## src/uhfir_regs.vh

```
// Summary of operation
// - target address register is write-only, holds 7-bit device address for next transaction
// - each interrupt enable bit enables its interrupt when 1, disables when 0
// - bus-voltage event on bit 15 fires on both crossings, first port only
// - id-pin event on bit 14 fires on both edges, first port only
// - frame-timer flag on bit 9 sets when frame down counter expires
// - wake flag on bit 6 sets on remote wakeup detected on port a
// - connect-change flag on bit 4 sets on se0-to-j or j-to-se0 on port a
// - status bit 2 reads 1 while port a is in se0, else 0
// - transfer-done flag on bit 0 sets on ack, nak, stall or timeout, both ports
// - writing 1 to a pending status flag clears it, writing 0 leaves it
// - 14-bit frame reload defaults to 0x2ee0 and reloads counter at zero
// - frame down counter decrements once per 12 mhz tick
// - reading frame reload returns programmed value, not live count
// - read-only register shows live 14-bit frame down counter value
// - 11-bit frame number holds next frame to send, updated after each sof
// - any write to frame reload resets frame number to zero
// - status register is reachable from parallel host port and internal processor
`ifndef UHFIR_REGS_VH
`define UHFIR_REGS_VH
`define UHFIR_H1_ADDR      16'hc088
`define UHFIR_H1_IEN       16'hc08c
`define UHFIR_H1_STAT      16'hc090
`define UHFIR_H1_RELOAD    16'hc092
`define UHFIR_H1_LIVE      16'hc094
`define UHFIR_H1_FRAME     16'hc096
`define UHFIR_H2_ADDR      16'hc0a8
`define UHFIR_H2_IEN       16'hc0ac
`define UHFIR_H2_STAT      16'hc0b0
`define UHFIR_H2_RELOAD    16'hc0b2
`define UHFIR_H2_LIVE      16'hc0b4
`define UHFIR_H2_FRAME     16'hc0b6
`define UHFIR_BIT_VBUS     15
`define UHFIR_BIT_ID       14
`define UHFIR_BIT_SOF      9
`define UHFIR_BIT_WAKE     6
`define UHFIR_BIT_CONN     4
`define UHFIR_BIT_SE0      2
`define UHFIR_BIT_DONE     0
`define UHFIR_IEN_MASK1    16'hc251
`define UHFIR_IEN_MASK2    16'h0251
`define UHFIR_RELOAD_RST   14'h2ee0
`define UHFIR_ADDR_W       7
`define UHFIR_CNT_W        14
`define UHFIR_FRM_W        11
`define UHFIR_WARM_W       2
`define UHFIR_CLK_HZ       100000000
`define UHFIR_TICK_HZ      12000000
`endif

```

## src/uhfir_host.v

```verilog
`timescale 1ns/1ps
`default_nettype none
`include "uhfir_regs.vh"
// one host instance: address, enables, status, frame timer, frame number
module uhfir_host #(
  parameter        FIRST_PORT = 1,
  parameter [15:0] BASE_OFS   = 16'h0000
) (
  input  wire        ref_clk_i,
  input  wire        nrst_i,
  input  wire        tick_i,
  input  wire        wr_i,
  input  wire [15:0] addr_i,
  input  wire [15:0] wdata_i,
  input  wire        vbus_s_i,
  input  wire        id_s_i,
  input  wire        se0_s_i,
  input  wire        wake_i,
  input  wire        done_i,
  input  wire        sof_sent_i,
  output wire [15:0] addr_reg_o,
  output wire [15:0] ien_o,
  output wire [15:0] stat_o,
  output wire [15:0] reload_o,
  output wire [15:0] live_o,
  output wire [15:0] frame_o,
  output wire        irq_o,
  output wire        expire_o
);
  localparam [15:0] IEN_MASK = FIRST_PORT ? `UHFIR_IEN_MASK1 : `UHFIR_IEN_MASK2;

  reg  [`UHFIR_ADDR_W-1:0] dev_addr_ff;
  reg  [15:0]              ien_ff;
  reg  [15:0]              flag_ff;
  reg  [`UHFIR_CNT_W-1:0]  reload_ff;
  reg  [`UHFIR_CNT_W-1:0]  cnt_ff;
  reg  [`UHFIR_FRM_W-1:0]  frame_ff;
  reg                      vbus_d_ff;
  reg                      id_d_ff;
  reg                      se0_d_ff;
  reg  [`UHFIR_WARM_W-1:0] warm_ff;
  reg  [15:0]              nxt_flag;
  reg  [15:0]              ev;

  wire wr_addr   = wr_i && (addr_i == (`UHFIR_H1_ADDR + BASE_OFS));
  wire wr_ien    = wr_i && (addr_i == (`UHFIR_H1_IEN + BASE_OFS));
  wire wr_stat   = wr_i && (addr_i == (`UHFIR_H1_STAT + BASE_OFS));
  wire wr_reload = wr_i && (addr_i == (`UHFIR_H1_RELOAD + BASE_OFS));
  // expire on the tick that would reach zero, so a reload of n gives an n-tick frame
  wire expire    = tick_i && (cnt_ff <= {{(`UHFIR_CNT_W-1){1'b0}}, 1'b1});
  // pin edges ignored until synchronisers and delay flops hold real levels
  wire warm      = &warm_ff;

  // event sources; set beats a same-cycle write-one clear
  always @* begin
    ev = 16'h0000;
    ev[`UHFIR_BIT_VBUS] = FIRST_PORT && warm && (vbus_s_i != vbus_d_ff);
    ev[`UHFIR_BIT_ID]   = FIRST_PORT && warm && (id_s_i != id_d_ff);
    ev[`UHFIR_BIT_SOF]  = expire;
    ev[`UHFIR_BIT_WAKE] = wake_i;
    ev[`UHFIR_BIT_CONN] = warm && (se0_s_i != se0_d_ff);
    ev[`UHFIR_BIT_DONE] = done_i;
    nxt_flag = flag_ff;
    if (wr_stat) begin
      nxt_flag = flag_ff & ~wdata_i;
    end
    nxt_flag = (nxt_flag | ev) & IEN_MASK;
  end

  // register writes, frame counter and frame number
  always @(posedge ref_clk_i or negedge nrst_i) begin
    if (!nrst_i) begin
      dev_addr_ff <= {`UHFIR_ADDR_W{1'b0}};
      ien_ff      <= 16'h0000;
      flag_ff     <= 16'h0000;
      reload_ff   <= `UHFIR_RELOAD_RST;
      cnt_ff      <= `UHFIR_RELOAD_RST;
      frame_ff    <= {`UHFIR_FRM_W{1'b0}};
      vbus_d_ff   <= 1'b0;
      id_d_ff     <= 1'b0;
      se0_d_ff    <= 1'b0;
      warm_ff     <= {`UHFIR_WARM_W{1'b0}};
    end else begin
      if (!warm) begin
        warm_ff <= warm_ff + 1'b1;
      end
      vbus_d_ff <= vbus_s_i;
      id_d_ff   <= id_s_i;
      se0_d_ff  <= se0_s_i;
      flag_ff   <= nxt_flag;
      if (wr_addr) begin
        dev_addr_ff <= wdata_i[`UHFIR_ADDR_W-1:0];
      end
      if (wr_ien) begin
        ien_ff <= wdata_i & IEN_MASK;
      end
      if (wr_reload) begin
        reload_ff <= wdata_i[`UHFIR_CNT_W-1:0];
      end
      if (expire) begin
        cnt_ff <= reload_ff;
      end else if (tick_i) begin
        cnt_ff <= cnt_ff - 1'b1;
      end
      // a reload write wins over a same-cycle sof update
      if (wr_reload) begin
        frame_ff <= {`UHFIR_FRM_W{1'b0}};
      end else if (sof_sent_i) begin
        frame_ff <= frame_ff + 1'b1;
      end
    end
  end

  assign addr_reg_o = {9'h000, dev_addr_ff};
  assign ien_o      = ien_ff;
  assign stat_o     = {flag_ff[15:3], se0_s_i, flag_ff[1:0]};
  assign reload_o   = {2'b00, reload_ff};
  assign live_o     = {2'b00, cnt_ff};
  assign frame_o    = {5'h00, frame_ff};
  assign irq_o      = |(flag_ff & ien_ff);
  assign expire_o   = expire;
endmodule // uhfir_host
`default_nettype wire

```

## src/uhfir_sync2.v

```verilog
`timescale 1ns/1ps
`default_nettype none
// two-flop synchroniser for one pin level
module uhfir_sync2 (
  input  wire ref_clk_i,
  input  wire nrst_i,
  input  wire d_i,
  output reg  q_o
);
  reg meta_ff;

  // first flop feeds only the second
  always @(posedge ref_clk_i or negedge nrst_i) begin
    if (!nrst_i) begin
      meta_ff <= 1'b0;
      q_o     <= 1'b0;
    end else begin
      meta_ff <= d_i;
      q_o     <= meta_ff;
    end
  end
endmodule // uhfir_sync2
`default_nettype wire

```

## src/uhfir_top.v

```verilog
`timescale 1ns/1ps
`default_nettype none
`include "uhfir_regs.vh"
// two host instances behind a 16-bit register port
module uhfir_top #(
  parameter CLK_HZ  = `UHFIR_CLK_HZ,
  parameter TICK_HZ = `UHFIR_TICK_HZ
) (
  input  wire        ref_clk_i,
  input  wire        nrst_i,
  input  wire        wr_i,
  input  wire        rd_i,
  input  wire [15:0] addr_i,
  input  wire [15:0] wdata_i,
  output reg  [15:0] rdata_o,
  output reg         rvalid_o,
  input  wire        vbus_ok_i,
  input  wire        id_pin_i,
  input  wire        se0_a1_i,
  input  wire        se0_a2_i,
  input  wire        wake_a1_i,
  input  wire        wake_a2_i,
  input  wire        done1_i,
  input  wire        done2_i,
  input  wire        sof_sent1_i,
  input  wire        sof_sent2_i,
  output reg  [6:0]  dev_addr1_o,
  output reg  [6:0]  dev_addr2_o,
  output reg         irq1_o,
  output reg         irq2_o,
  output reg         frame_exp1_o,
  output reg         frame_exp2_o
);
  // 12 mhz tick from the fast clock via fractional accumulator
  localparam [31:0] ACC_STEP = TICK_HZ;
  localparam [31:0] ACC_MOD  = CLK_HZ;
  reg  [31:0] acc_ff;
  reg         tick_ff;
  wire [32:0] acc_sum = {1'b0, acc_ff} + {1'b0, ACC_STEP};

  always @(posedge ref_clk_i or negedge nrst_i) begin
    if (!nrst_i) begin
      acc_ff  <= 32'h0000_0000;
      tick_ff <= 1'b0;
    end else if (acc_sum >= {1'b0, ACC_MOD}) begin
      acc_ff  <= acc_sum[31:0] - ACC_MOD;
      tick_ff <= 1'b1;
    end else begin
      acc_ff  <= acc_sum[31:0];
      tick_ff <= 1'b0;
    end
  end

  // pin levels pass two flops before use
  wire vbus_s;
  wire id_s;
  wire se0_1s;
  wire se0_2s;
  uhfir_sync2 u_s_vbus (.ref_clk_i(ref_clk_i), .nrst_i(nrst_i), .d_i(vbus_ok_i), .q_o(vbus_s));
  uhfir_sync2 u_s_id   (.ref_clk_i(ref_clk_i), .nrst_i(nrst_i), .d_i(id_pin_i),  .q_o(id_s));
  uhfir_sync2 u_s_se01 (.ref_clk_i(ref_clk_i), .nrst_i(nrst_i), .d_i(se0_a1_i),  .q_o(se0_1s));
  uhfir_sync2 u_s_se02 (.ref_clk_i(ref_clk_i), .nrst_i(nrst_i), .d_i(se0_a2_i),  .q_o(se0_2s));

  wire [15:0] a1, e1, s1, r1, l1, f1, a2, e2, s2, r2, l2, f2;
  wire        irq1, irq2, ex1, ex2;

  uhfir_host #(.FIRST_PORT(1), .BASE_OFS(16'h0000)) u_h1 (
    .ref_clk_i(ref_clk_i), .nrst_i(nrst_i), .tick_i(tick_ff), .wr_i(wr_i),
    .addr_i(addr_i), .wdata_i(wdata_i), .vbus_s_i(vbus_s), .id_s_i(id_s),
    .se0_s_i(se0_1s), .wake_i(wake_a1_i), .done_i(done1_i), .sof_sent_i(sof_sent1_i),
    .addr_reg_o(a1), .ien_o(e1), .stat_o(s1), .reload_o(r1), .live_o(l1),
    .frame_o(f1), .irq_o(irq1), .expire_o(ex1));

  uhfir_host #(.FIRST_PORT(0), .BASE_OFS(16'h0020)) u_h2 (
    .ref_clk_i(ref_clk_i), .nrst_i(nrst_i), .tick_i(tick_ff), .wr_i(wr_i),
    .addr_i(addr_i), .wdata_i(wdata_i), .vbus_s_i(vbus_s), .id_s_i(id_s),
    .se0_s_i(se0_2s), .wake_i(wake_a2_i), .done_i(done2_i), .sof_sent_i(sof_sent2_i),
    .addr_reg_o(a2), .ien_o(e2), .stat_o(s2), .reload_o(r2), .live_o(l2),
    .frame_o(f2), .irq_o(irq2), .expire_o(ex2));

  // read mux; address registers are write-only and read as zero
  reg [15:0] nxt_rdata;
  always @* begin
    case (addr_i)
      `UHFIR_H1_IEN:    nxt_rdata = e1;
      `UHFIR_H1_STAT:   nxt_rdata = s1;
      `UHFIR_H1_RELOAD: nxt_rdata = r1;
      `UHFIR_H1_LIVE:   nxt_rdata = l1;
      `UHFIR_H1_FRAME:  nxt_rdata = f1;
      `UHFIR_H2_IEN:    nxt_rdata = e2;
      `UHFIR_H2_STAT:   nxt_rdata = s2;
      `UHFIR_H2_RELOAD: nxt_rdata = r2;
      `UHFIR_H2_LIVE:   nxt_rdata = l2;
      `UHFIR_H2_FRAME:  nxt_rdata = f2;
      default:          nxt_rdata = 16'h0000;
    endcase
  end

  // all outputs registered
  always @(posedge ref_clk_i or negedge nrst_i) begin
    if (!nrst_i) begin
      rdata_o      <= 16'h0000;
      rvalid_o     <= 1'b0;
      dev_addr1_o  <= 7'h00;
      dev_addr2_o  <= 7'h00;
      irq1_o       <= 1'b0;
      irq2_o       <= 1'b0;
      frame_exp1_o <= 1'b0;
      frame_exp2_o <= 1'b0;
    end else begin
      rvalid_o     <= rd_i;
      if (rd_i) begin
        rdata_o <= nxt_rdata;
      end
      dev_addr1_o  <= a1[6:0];
      dev_addr2_o  <= a2[6:0];
      irq1_o       <= irq1;
      irq2_o       <= irq2;
      frame_exp1_o <= ex1;
      frame_exp2_o <= ex2;
    end
  end
endmodule // uhfir_top
`default_nettype wire

```

## config.mk

```make
export PLATFORM = sky130hd
export DESIGN_NAME = uhfir_top
export DESIGN_NICKNAME = d
export VERILOG_FILES = /design/src/uhfir_host.v /design/src/uhfir_sync2.v /design/src/uhfir_top.v
export VERILOG_INCLUDE_DIRS = /design/src
export SDC_FILE = /design/constraint.sdc
export NUM_CORES = 1
export LEC_CHECK = 0
export BUFFER_PORTS_ARGS = -buffer_cell sky130_fd_sc_hd__buf_2
export CAP_MARGIN = 10
export CORE_ASPECT_RATIO = 0.7
export CORE_MARGIN = 3
export CORE_UTILIZATION = 40
export DETAILED_ROUTE_END_ITERATION = 7
export GPL_ROUTABILITY_DRIVEN = 0
export SETUP_SLACK_MARGIN = 0.1
export SLEW_MARGIN = 15
export SYNTH_ARGS = -nofsm -noshare
export SYNTH_HDL_FRONTEND = slang
export SYNTH_SLANG_ARGS = --single-unit
export TNS_END_PERCENT = 10
```

## constraint.sdc

```tcl
create_clock -name ref_clk_i -period 4.6 [get_ports ref_clk_i]
set_input_delay 0.69 -clock ref_clk_i [delete_from_list [all_inputs] [get_ports ref_clk_i]]
set_output_delay 0.69 -clock ref_clk_i [all_outputs]
set_load 0.01 [all_outputs]
```

# Word level (Yosys, flattened, before mapping)
# Cells that the tools add are included.
dict set report totals {
  output_inout_bits 35
  ff_bits 196
  inputBits 46
}
dict set report classes {
  mux 13
  order_cmp 3
  reduce_logical 23
  add_sub_neg 8
  eq_ne 16
  bitwise_logic 7
}
# op n
set op_table {}
lappend op_table {{$eq 16x16->1 const B} 12}
lappend op_table {{$pmux 16 s10} 1}
lappend op_table {{$mux 14} 4}
lappend op_table {{$mux 11} 4}
lappend op_table {{$add 32x24->33 const B} 1}
lappend op_table {{$ge 33x27->1 const B} 1}
lappend op_table {{$and 16x16->16} 2}
lappend op_table {{$logic_and 32x1->1 const A} 1}
lappend op_table {{$mux 32} 1}
lappend op_table {{$reduce_or 16->1} 2}
lappend op_table {{$sub 32x27->32 const B} 1}
lappend op_table {{$le 14x1->1 const B} 2}
lappend op_table {{$sub 14x1->14 const B} 2}
lappend op_table {{$add 11x1->11 const B} 2}
lappend op_table {{$and 10x10->10} 2}
lappend op_table {{$mux 16} 1}
lappend op_table {{$not 16->16} 1}
lappend op_table {{$or 16x16->16} 1}
lappend op_table {{$logic_and 1x1->1} 14}
lappend op_table {{$mux 10} 1}
lappend op_table {{$or 10x10->10} 1}
lappend op_table {{$reduce_bool 2->1} 4}
lappend op_table {{$add 2x1->2 const B} 2}
lappend op_table {{$ne 1x1->1} 4}
lappend op_table {{other kinds (2)} 3}

# Depth between registers and ports, before layout
# Gate-level depths: netlist of the first run.
dict set report logic_depth {
  depth_word 4
  ltp_mapped 16
}

# Cells and area by module
# From an unflattened synthesis of the first run, not the netlist that was laid out.
dict set report hier_totals {
  hier_cells 1065
  hier_area_um2 11071.9
}
# mod instances cells_each area_each_um2
set by_module_without_submodules {}
lappend by_module_without_submodules {uhfir_top 1 471 4446.8}
lappend by_module_without_submodules {{uhfir_host (u_h1)} 1 297 3285.7}
lappend by_module_without_submodules {{uhfir_host (u_h2)} 1 289 3139.3}
lappend by_module_without_submodules {uhfir_sync2 4 2 50.0}

# Worst setup path before layout of the first run
# OpenSTA, ideal clock, no wires.
dict set report synth_timing {
  path_type {register -> register}
  from {register acc_ff[8]}
  to {register acc_ff[24]}
  slack_ns 1.269
  setup_time_ns 0.118
  path_buffers 3
  synth_period_minus_slack_ns 3.331
  stages_incl_launch_ff 15
  arrival_time_ns 3.213
  path_cell_list {dfrtp_1 -> clkbuf_1 -> inv_1 -> ha_1 -> nand2b_1 -> buf_2 -> a21oi_1 -> o21ai_0 -> a211oi_1 -> and3_1 -> o211ai_1 -> and2_1 -> buf_6 -> or3_1 -> a21o_1}
}
dict set report synth_via {
  elab_chain_cells 3
  word_cells_on_any_way 4
  cone_classes {add/sub (2); order compare (1); mux (1)}
}
# item line
set synth_lines {}
lappend synth_lines {{from (decl)} uhfir_top.v:37} ;# reg [31:0] acc_ff;
lappend synth_lines {{from (signal assigned)} uhfir_top.v:46} ;# acc_ff <= acc_sum[31:0] - ACC_MOD;
lappend synth_lines {{from (signal assigned)} uhfir_top.v:49} ;# acc_ff <= acc_sum[31:0];
lappend synth_lines {{$add 32x24->33 *} uhfir_top.v:39} ;# wire [32:0] acc_sum = {1'b0, acc_ff} + {1'b0, ACC_STEP};
lappend synth_lines {{$sub 32x27->32 / $ge 33x27->1 (equally long branches)} {uhfir_top.v:46, uhfir_top.v:45}}
lappend synth_lines {{$mux 32 *} uhfir_top.v:45} ;# end else if (acc_sum >= {1'b0, ACC_MOD}) begin
# Mark *: on every way between the ends. The rest lies on a longest branch, timed or not.
# A chain may end at the register's enable or synchronous reset.

# Worst setup path in the final report of the first run
dict set report layout_timing {
  from {register acc_ff[8]}
  to {register acc_ff[20]}
}
# Same word-level chain as after synthesis.

==> results.json, run 1 <==
{
  "grt_use_met2": 0.251,
  "synth_top_area_share": 0.416,
  "leakagePower_nw": 4.94,
  "io_buffers": 80,
  "final-setup-viol-count": 0,
  "power_switching_mw": 1.30,
  "multi_input_area_um2": 4620,
  "ys_ff_latch": 188,
  "yosysUniqueCellTypes": 69,
  "finalHoldViolations": 0,
  "drt_first_pass_iters": 5,
  "post-route-period-util": 0.830,
  "ant_nets": 0,
  "die_area_um2": 26000,
  "cp-start-kind": "flip-flop",
  "syn_nets": 983,
  "grt_pass1_wl_um": 39900,
  "grt_pass1_vias": 6797,
  "worstPathRequired_ns": 4.92,
  "avgSynthCellArea_um2": 10.4,
  "dp_slack_ns": 0.837,
  "combPwrFrac": 0.144,
  "post_cts.repair.setup_buffers": 0,
  "grtUsageTotal": 0.201,
  "drive_gt1_frac": 0.242,
  "antenna_cells": 0,
  "grt_overflow": 0,
  "relSlewSlack": 0.287,
  "cts_tree": "built",
  "num_rows": 46,
  "fillers": 2169,
  "synthCells": 926,
  "placed_area_um2": 10300,
  "initial_core_util": 0.416,
  "die_h_um": 136,
  "synthesis.area_um2": 9620,
  "coreArea_um2": 23100,
  "fmax_ghz": 0.262,
  "gr-max-usage-layer": "met1",
  "wl_um": 25200,
  "fp.dieW_um": 191,
  "worstMarginPinSlew_ns": 1.07,
  "vias": 7456,
  "met3_usage": 0.0644,
  "tns_ns": 0,
  "clk_pin_slew_ns": 0.07,
  "layout_setup_ws_ns": 0.783,
  "synth_top_area_cell": "dfrtp_1",
  "clk_latency_ns": 0.44,
  "slew_violations": 0,
  "pwr-share-clk": 0.354,
  "seqCellArea_um2": 4740,
  "clk_path_buf_depth": 2,
  "r2r_slack_ns": 0.78,
  "critPathMaxFanout": 13,
  "vias_per_cell": 5.65,
  "ys_seq_area_frac": 0.493,
  "fin_crit_ns": 3.82,
  "powerDensity_nw_per_um2": 396,
  "worst_clock_skew_ns": 0.0101,
  "arrival_ns": 4.13,
  "status": "finished clean",
  "sw_frac_of_total": 0.301,
  "p_int_mw": 3.03,
  "nNetsFinal": 1051,
  "routedWlPerCell_um": 19.1,
  "synth_warnings": 0,
  "r2r-start": "acc_ff[8]$_DFFE_PN0N_",
  "seq_power_share": 0.501,
  "synth_edf_count": 0,
  "ys_top_cells_by_area": "dfrtp_1 42%, dfstp_2 7.6%, mux2_2 7.5%",
  "p_total_mw": 4.33,
  "synth_top_flop_cell": "dfrtp_1",
  "r2r_end": "acc_ff[20]$_DFF_PN0_",
  "drc": 0,
  "rsz0062_at_grt": "no",
  "drv_cap": 0,
  "area_growth_pct": 13.8,
  "ys_async_sr_fraction": 1.00,
  "clkSinkCount": 188,
  "antenna_found_initial": 0,
  "grt_util_met1": 0.329,
  "setup.worst_path.class": "flip-flop to flip-flop",
  "critPathCaptureType": "flip-flop",
  "postCtsHoldBufs": 0,
  "cts_buffers": 17,
  "drt_iter0_markers": 644,
  "final_util": 0.473,
  "boundaryPins": 81,
  "hold_class": "input pin to asynchronous set/reset pin",
  "cts.repair.resized": 0,
  "hpwl_um": 18300,
  "final_cell_area_um2": 10900,
  "grt_max_degree": 95,
  "ir_worst_vdd_mv": 0.357,
  "root_buffer": "clkbuf_16",
  "reg2regPathDepth": 12,
  "cts_max_level": 4
}
==> stage by stage <==
stage | hold WS, ns | std cells
2_1_floorplan | 0.331 | 926
5_1_grt | 0.337 | 1319
6_report | 0.327 | 1319
4_1_cts | 0.339 | 1319
3_3_place_gp | 0.332 | 1287
3_5_place_dp | 0.335 | 1287
==> cell families after synthesis <==
| kind of cell | after synthesis | share of synthesized area |
|---|---|---|
| multiplexers | 90 | 0.114 |
| XOR/XNOR | 67 | 0.0618 |
| AO/OA/AOI/OAI | 201 | 0.134 |
| adder cells (fa/ha/maj) | 11 | 0.0143 |
| AND/OR/NAND/NOR | 303 | 0.155 |
| flip-flops | 188 | 0.493 |
| buffers and inverters | 66 | 0.0286 |
==> layout by cell type (no fill, tap or decap), types with 19 or more instances in the layout <==
cell	netlist	routed
dfrtp_1	160	160
nand2_1	95	95
nor2_1	83	82
buf_2	4	79
mux2_2	64	64
a21oi_1	63	63
o21ai_0	39	39
xor2_1	38	38
xnor2_1	28	28
dfstp_2	28	28
inv_1	23	23
nor3_1	19	19
==> cells in the mapped netlist, types with 17 or more instances <==
cell type	number
nand3_1	18
nand4_1	17
nor2_1	83
a21oi_1	63
clkbuf_1	32
xnor2_1	28
inv_1	23
nor3_1	19
o21ai_0	39
nand2_1	95
mux2_2	64
xor2_1	38
dfstp_2	28
dfrtp_1	160
mux2i_1	17
==> registers in the layout, summed over array words and instances, names as in the netlist, 2 cells and up <==
| register | cells |
|---|---|
| u_h2.warm_ff | 2 |
| u_h2.dev_addr_ff | 7 |
| u_h1.warm_ff | 2 |
| u_h1.cnt_ff | 14 |
| u_h2.flag_ff | 4 |
| acc_ff | 24 |
| dev_addr2_o | 7 |
| u_h1.flag_ff | 6 |
| u_h2.cnt_ff | 14 |
| u_h2.reload_ff | 14 |
| u_h2.frame_ff | 11 |
| u_h2.ien_o | 4 |
| dev_addr1_o | 7 |
| rdata_o | 16 |
| u_h1.frame_ff | 11 |
| u_h1.reload_ff | 14 |
| u_h1.ien_o | 6 |
| u_h1.dev_addr_ff | 7 |
==> per-layer routing <==
metal | up-vias | share of wire
met5 | - | 0
met4 | 0 | 0.0074
met3 | 13 | 0.097
met2 | 282 | 0.38
met1 | 3693 | 0.52
li1 | 3468 | -
==> cell type report <==
| cell class | instances | share of cell area |
|---|---|---|
| clock inverter | 13 | 0.0152 |
| timing repair buffer | 91 | 0.0461 |
| tap | 312 | 0.0357 |
| sequential | 188 | 0.433 |
| inverter | 24 | 0.00823 |
| multi-input combinational | 672 | 0.422 |
| clock buffer | 19 | 0.0405 |
==> critical path: stages, from the launching register on <==
cell and delay (ns):
dfrtp_1 0.48, inv_1 0.12, ha_1 0.28, nand2b_1 0.31
a21oi_1 0.25, o21ai_0 0.18, a211oi_1 0.57, and3_1 0.33
o211ai_1 0.18, and2_1 0.37, inv_2 0.30, o21ai_0 0.17
xnor2_1 0.15
==> power groups by stage <==
stage / sequential (mW) / clock [mW] / combinational [mW]
2_1_floorplan: 2.07 / 0 / 0.437
6_report: 2.17 / 1.54 / 0.625
3_5_place_dp: 2.18 / 0 / 0.618
5_1_grt: 2.20 / 1.64 / 0.710
4_1_cts: 2.16 / 1.57 / 0.623
3_3_place_gp: 2.18 / 0 / 0.604
==> how the worst max path moves through the flow <==
stage                                      from              endpoint  slack [ns]  depth (start not counted)
after floorplan           acc_ff[8]$_DFFE_PN0N_  acc_ff[24]$_DFF_PN0_        1.27                         14
after global placement    acc_ff[8]$_DFFE_PN0N_  acc_ff[20]$_DFF_PN0_        0.99                         12
after detailed placement  acc_ff[8]$_DFFE_PN0N_  acc_ff[20]$_DFF_PN0_        0.84                         12
after CTS                 acc_ff[8]$_DFFE_PN0N_  acc_ff[20]$_DFF_PN0_        0.81                         12
after global routing      acc_ff[8]$_DFFE_PN0N_  acc_ff[21]$_DFF_PN0_        0.37                         12
final                     acc_ff[8]$_DFFE_PN0N_  acc_ff[20]$_DFF_PN0_        0.78                         12
Power figures use the tool's default switching activity.
==> run 2, diff against run 1 <==
- ABC_AREA: not set -> 1
- clock period: 4.6 -> 3.58 ns (I/O delays scaled with it)
==> run 2 against run 1 <==
Flip-flop and latch count is the same. Largest power group unchanged. Clock skew rose by 0.0080 ns. Highest routed layer is now met5. Clock power grew 26%. First-iteration DRC count rose by 25%. Clock-buffer cell count increased by 1. Via count up 24%. Hold slack worse by 0.19 ns.
==> results.json, run 2 <==
{
  "drt_iter0_markers": 802,
  "seq_power_share": 0.494,
  "synth_compound_area_frac": 0.141,
  "synth_top_flop_cell": "dfrtp_1",
  "fin_crit_ns": 2.88,
  "coreArea_um2": 25000,
  "p_int_mw": 3.51,
  "clk_pin_slew_ns": 0.07,
  "crit_path_max_incr_delay_ns": 0.46,
  "p_total_mw": 4.94,
  "root_buffer": "clkbuf_16",
  "wl_met3_um": 2290,
  "post_cts.repair.setup_buffers": 0,
  "largest_reg_flops": 24,
  "setup.worst_path.class": "flip-flop to flip-flop",
  "drive_gt1_frac": 0.167,
  "postCtsHoldBufs": 0,
  "slew_violations": 0,
  "combPwrFrac": 0.114,
  "post-route-period-util": 0.805,
  "arrival_ns": 3.21,
  "drt_first_pass_iters": 5,
  "status": "finished clean",
  "wl_um": 29200,
  "top_layer": "met5",
  "fmax_ghz": 0.347,
  "synth_top_family_by_area": "simple AND/OR/NAND/NOR gates",
  "worstMarginPinSlew_ns": 0.853,
  "cp_cell_sequence": "inv_1 -> ha_1 -> inv_1 -> nand2_2 -> nand2_2 -> nand2_2 -> nand2_1 -> nand2_1 -> nand2_1 -> nand2_1 -> nand2_2 -> nand2_2 -> nand3_1 -> a21oi_1 -> nand2_2 -> nand2_2 -> inv_2",
  "drc": 0,
  "synth-simple-area-share": 0.268,
  "syn_nets": 1417,
  "io_buffers": 80,
  "cts_tree": "built",
  "r2r-start": "acc_ff[8]$_DFFE_PN0N_",
  "avgSynthCellArea_um2": 7.59,
  "ant_nets": 0,
  "path_delay_family": "simple AND/OR/NAND/NOR gates",
  "synth_most_common_cell": "nand2_1",
  "critPathMaxFanout": 23,
  "pwr-share-clk": 0.392,
  "ys_async_sr_fraction": 1.00,
  "synth_top_area_cell": "dfrtp_1",
  "synthAdderAreaFrac": 0.0133,
  "hold_class": "input pin to asynchronous set/reset pin",
  "top_regs": "acc_ff: 24 flops, rdata_o: 16 flops",
  "layout_commonest_cell": "nand2_1",
  "cts_max_level": 4,
  "initial_core_util": 0.413,
  "grt_pass1_vias": 8644,
  "routedWlPerCell_um": 16.5,
  "ys_top_cells_by_count": "289 x nand2_1, 199 x inv_1, 160 x dfrtp_1",
  "r2r_slack_ns": 0.70,
  "relSlewSlack": 0.430,
  "crit_cells": 17,
  "synth_mux_area_frac": 0.0109,
  "clk_latency_ns": 0.45,
  "clk_path_buf_depth": 2,
  "synthCells": 1360,
  "cp_common_cell": "nand2_2",
  "seqCellArea_um2": 4740,
  "fp.dieW_um": 198,
  "vias_per_cell": 5.19,
  "leakagePower_nw": 6.06,
  "drv_cap": 0,
  "cp_slowest_cell": "nand2_2",
  "area_growth_pct": 13.3,
  "synthesis.area_um2": 10300,
  "vias": 9226,
  "grt_max_degree": 87,
  "ir_worst_vdd_mv": 0.315,
  "yosysUniqueCellTypes": 45,
  "synth_xor_area_frac": 0.0153,
  "cts_buffers": 17,
  "wl_met1_um": 15100,
  "regMostFlops": "acc_ff",
  "boundaryPins": 81,
  "synth_edf_count": 0,
  "fillers": 2475,
  "ys_top_cells_by_area": "dfrtp_1 39%, nand2_1 11%, inv_1 7.2%",
  "cp-start-kind": "flip-flop",
  "finalHoldViolations": 0,
  "reg2regPathDepth": 17,
  "ys_seq_area_frac": 0.459,
  "layout_common_cells": "289 x nand2_1, 199 x inv_1, 160 x dfrtp_1, 137 x o21ai_0, 124 x nor2_1",
  "tns_ns": 0,
  "nNetsFinal": 1495,
  "rsz0062_at_grt": "no",
  "final-setup-viol-count": 0,
  "power_switching_mw": 1.43,
  "die_area_um2": 27800,
  "worst_clock_skew_ns": 0.0181,
  "synth_warnings": 0,
  "cp_num_buf_inv": 3,
  "ys_ff_latch": 188,
  "grt_overflow": 0,
  "clkSinkCount": 188,
  "grt_pass1_wl_um": 47500,
  "hpwl_um": 21800,
  "antenna_found_initial": 1,
  "critPathCaptureType": "flip-flop",
  "grtUsageTotal": 0.216,
  "powerDensity_nw_per_um2": 422,
  "met2_length_um": 11600,
  "num_rows": 48,
  "sw_frac_of_total": 0.289,
  "worstPathRequired_ns": 3.91,
  "multi_input_area_um2": 4630,
  "die_h_um": 140,
  "final_util": 0.468,
  "cts.repair.resized": 0,
  "r2r_end": "acc_ff[27]$_DFF_PN0_",
  "synth_top_area_share": 0.388
}
==> run 2: changes by cell type after synthesis, moves of 25 or more <==
cell,before,now
nand2_1,95,289
nand2_2,1,41
o21ai_0,39,137
nor2_1,83,125
mux2_2,64,10
xor2_1,38,13
nand3_1,18,96
inv_1,23,199
==> run 2: stage by stage <==
stage / cell area [um2] / hold slack, ns / instances / setup WS [ns]
3_3_place_gp: 11100 / 0.336 / 1744 / 0.574
5_1_grt: 11700 / 0.165 / 1776 / 0.397
4_1_cts: 11700 / 0.175 / 1776 / 0.703
3_5_place_dp: 11100 / 0.340 / 1744 / 0.566
6_report: 11700 / 0.142 / 1777 / 0.698
2_1_floorplan: 10300 / 0.241 / 1360 / 1.35
==> run 2: cells by family (layout without fill, tap and decap cells) <==
group / count (synthesis) / count (layout)
compound gates: 259 / 259
fa+ha+maj: 11 / 11
mux: 10 / 10
other cells: 0 / 1
xor+xnor: 18 / 18
simple gates: 627 / 627
buf+inv: 247 / 338
flops: 188 / 188
==> run 2: worst register-to-register path, stage by stage (launching register included) <==
cell and delay, ns:
dfrtp_1 0.44, inv_1 0.16, ha_1 0.18, inv_1 0.05, nand2_2 0.13, nand2_2 0.10, nand2_2 0.08, nand2_1 0.07
nand2_1 0.08, nand2_1 0.06, nand2_1 0.07, nand2_2 0.13, nand2_2 0.14, nand3_1 0.12, a21oi_1 0.23, nand2_2 0.46
nand2_2 0.23, inv_2 0.03
==> run 2: area by class of cell <==
cell class,count,share of cell area
inverter,216,0.0694
timing repair buffer,90,0.0436
tap,325,0.0348
multi-input combinational,925,0.396
antenna,1,0.000214
clock inverter,12,0.0123
clock buffer,20,0.0382
sequential,188,0.405
==> run 2: power groups by stage <==
stage | Sequential [mW] | Combinational (mW) | Clock (mW)
2_1_floorplan | 2.44 | 0.367 | 0
3_3_place_gp | 2.47 | 0.551 | 0
3_5_place_dp | 2.47 | 0.560 | 0
4_1_cts | 2.44 | 0.561 | 1.98
5_1_grt | 2.46 | 0.649 | 2.07
6_report | 2.44 | 0.562 | 1.94
==> run 2: how the worst max path moves through the flow <==
stage | start | to | slack (ns)
finish | acc_ff[8]$_DFFE_PN0N_ | acc_ff[27]$_DFF_PN0_ | 0.70
global route | acc_ff[8]$_DFFE_PN0N_ | acc_ff[9]$_DFF_PN0_ | 0.40
CTS | acc_ff[8]$_DFFE_PN0N_ | acc_ff[27]$_DFF_PN0_ | 0.70
detailed placement | addr_i[11] | rdata_o[6]$_DFFE_PN0P_ | 0.57
global placement | addr_i[13] | rdata_o[6]$_DFFE_PN0P_ | 0.57
floorplan | acc_ff[8]$_DFFE_PN0N_ | acc_ff[16]$_DFF_PN0_ | 1.35
==> run 2: metal layers <==
layer  track usage  vias up
met5             0        -
met4        0.0409        2
met3        0.0505       18
met2         0.298      318
met1         0.344     4298
li1              -     4590
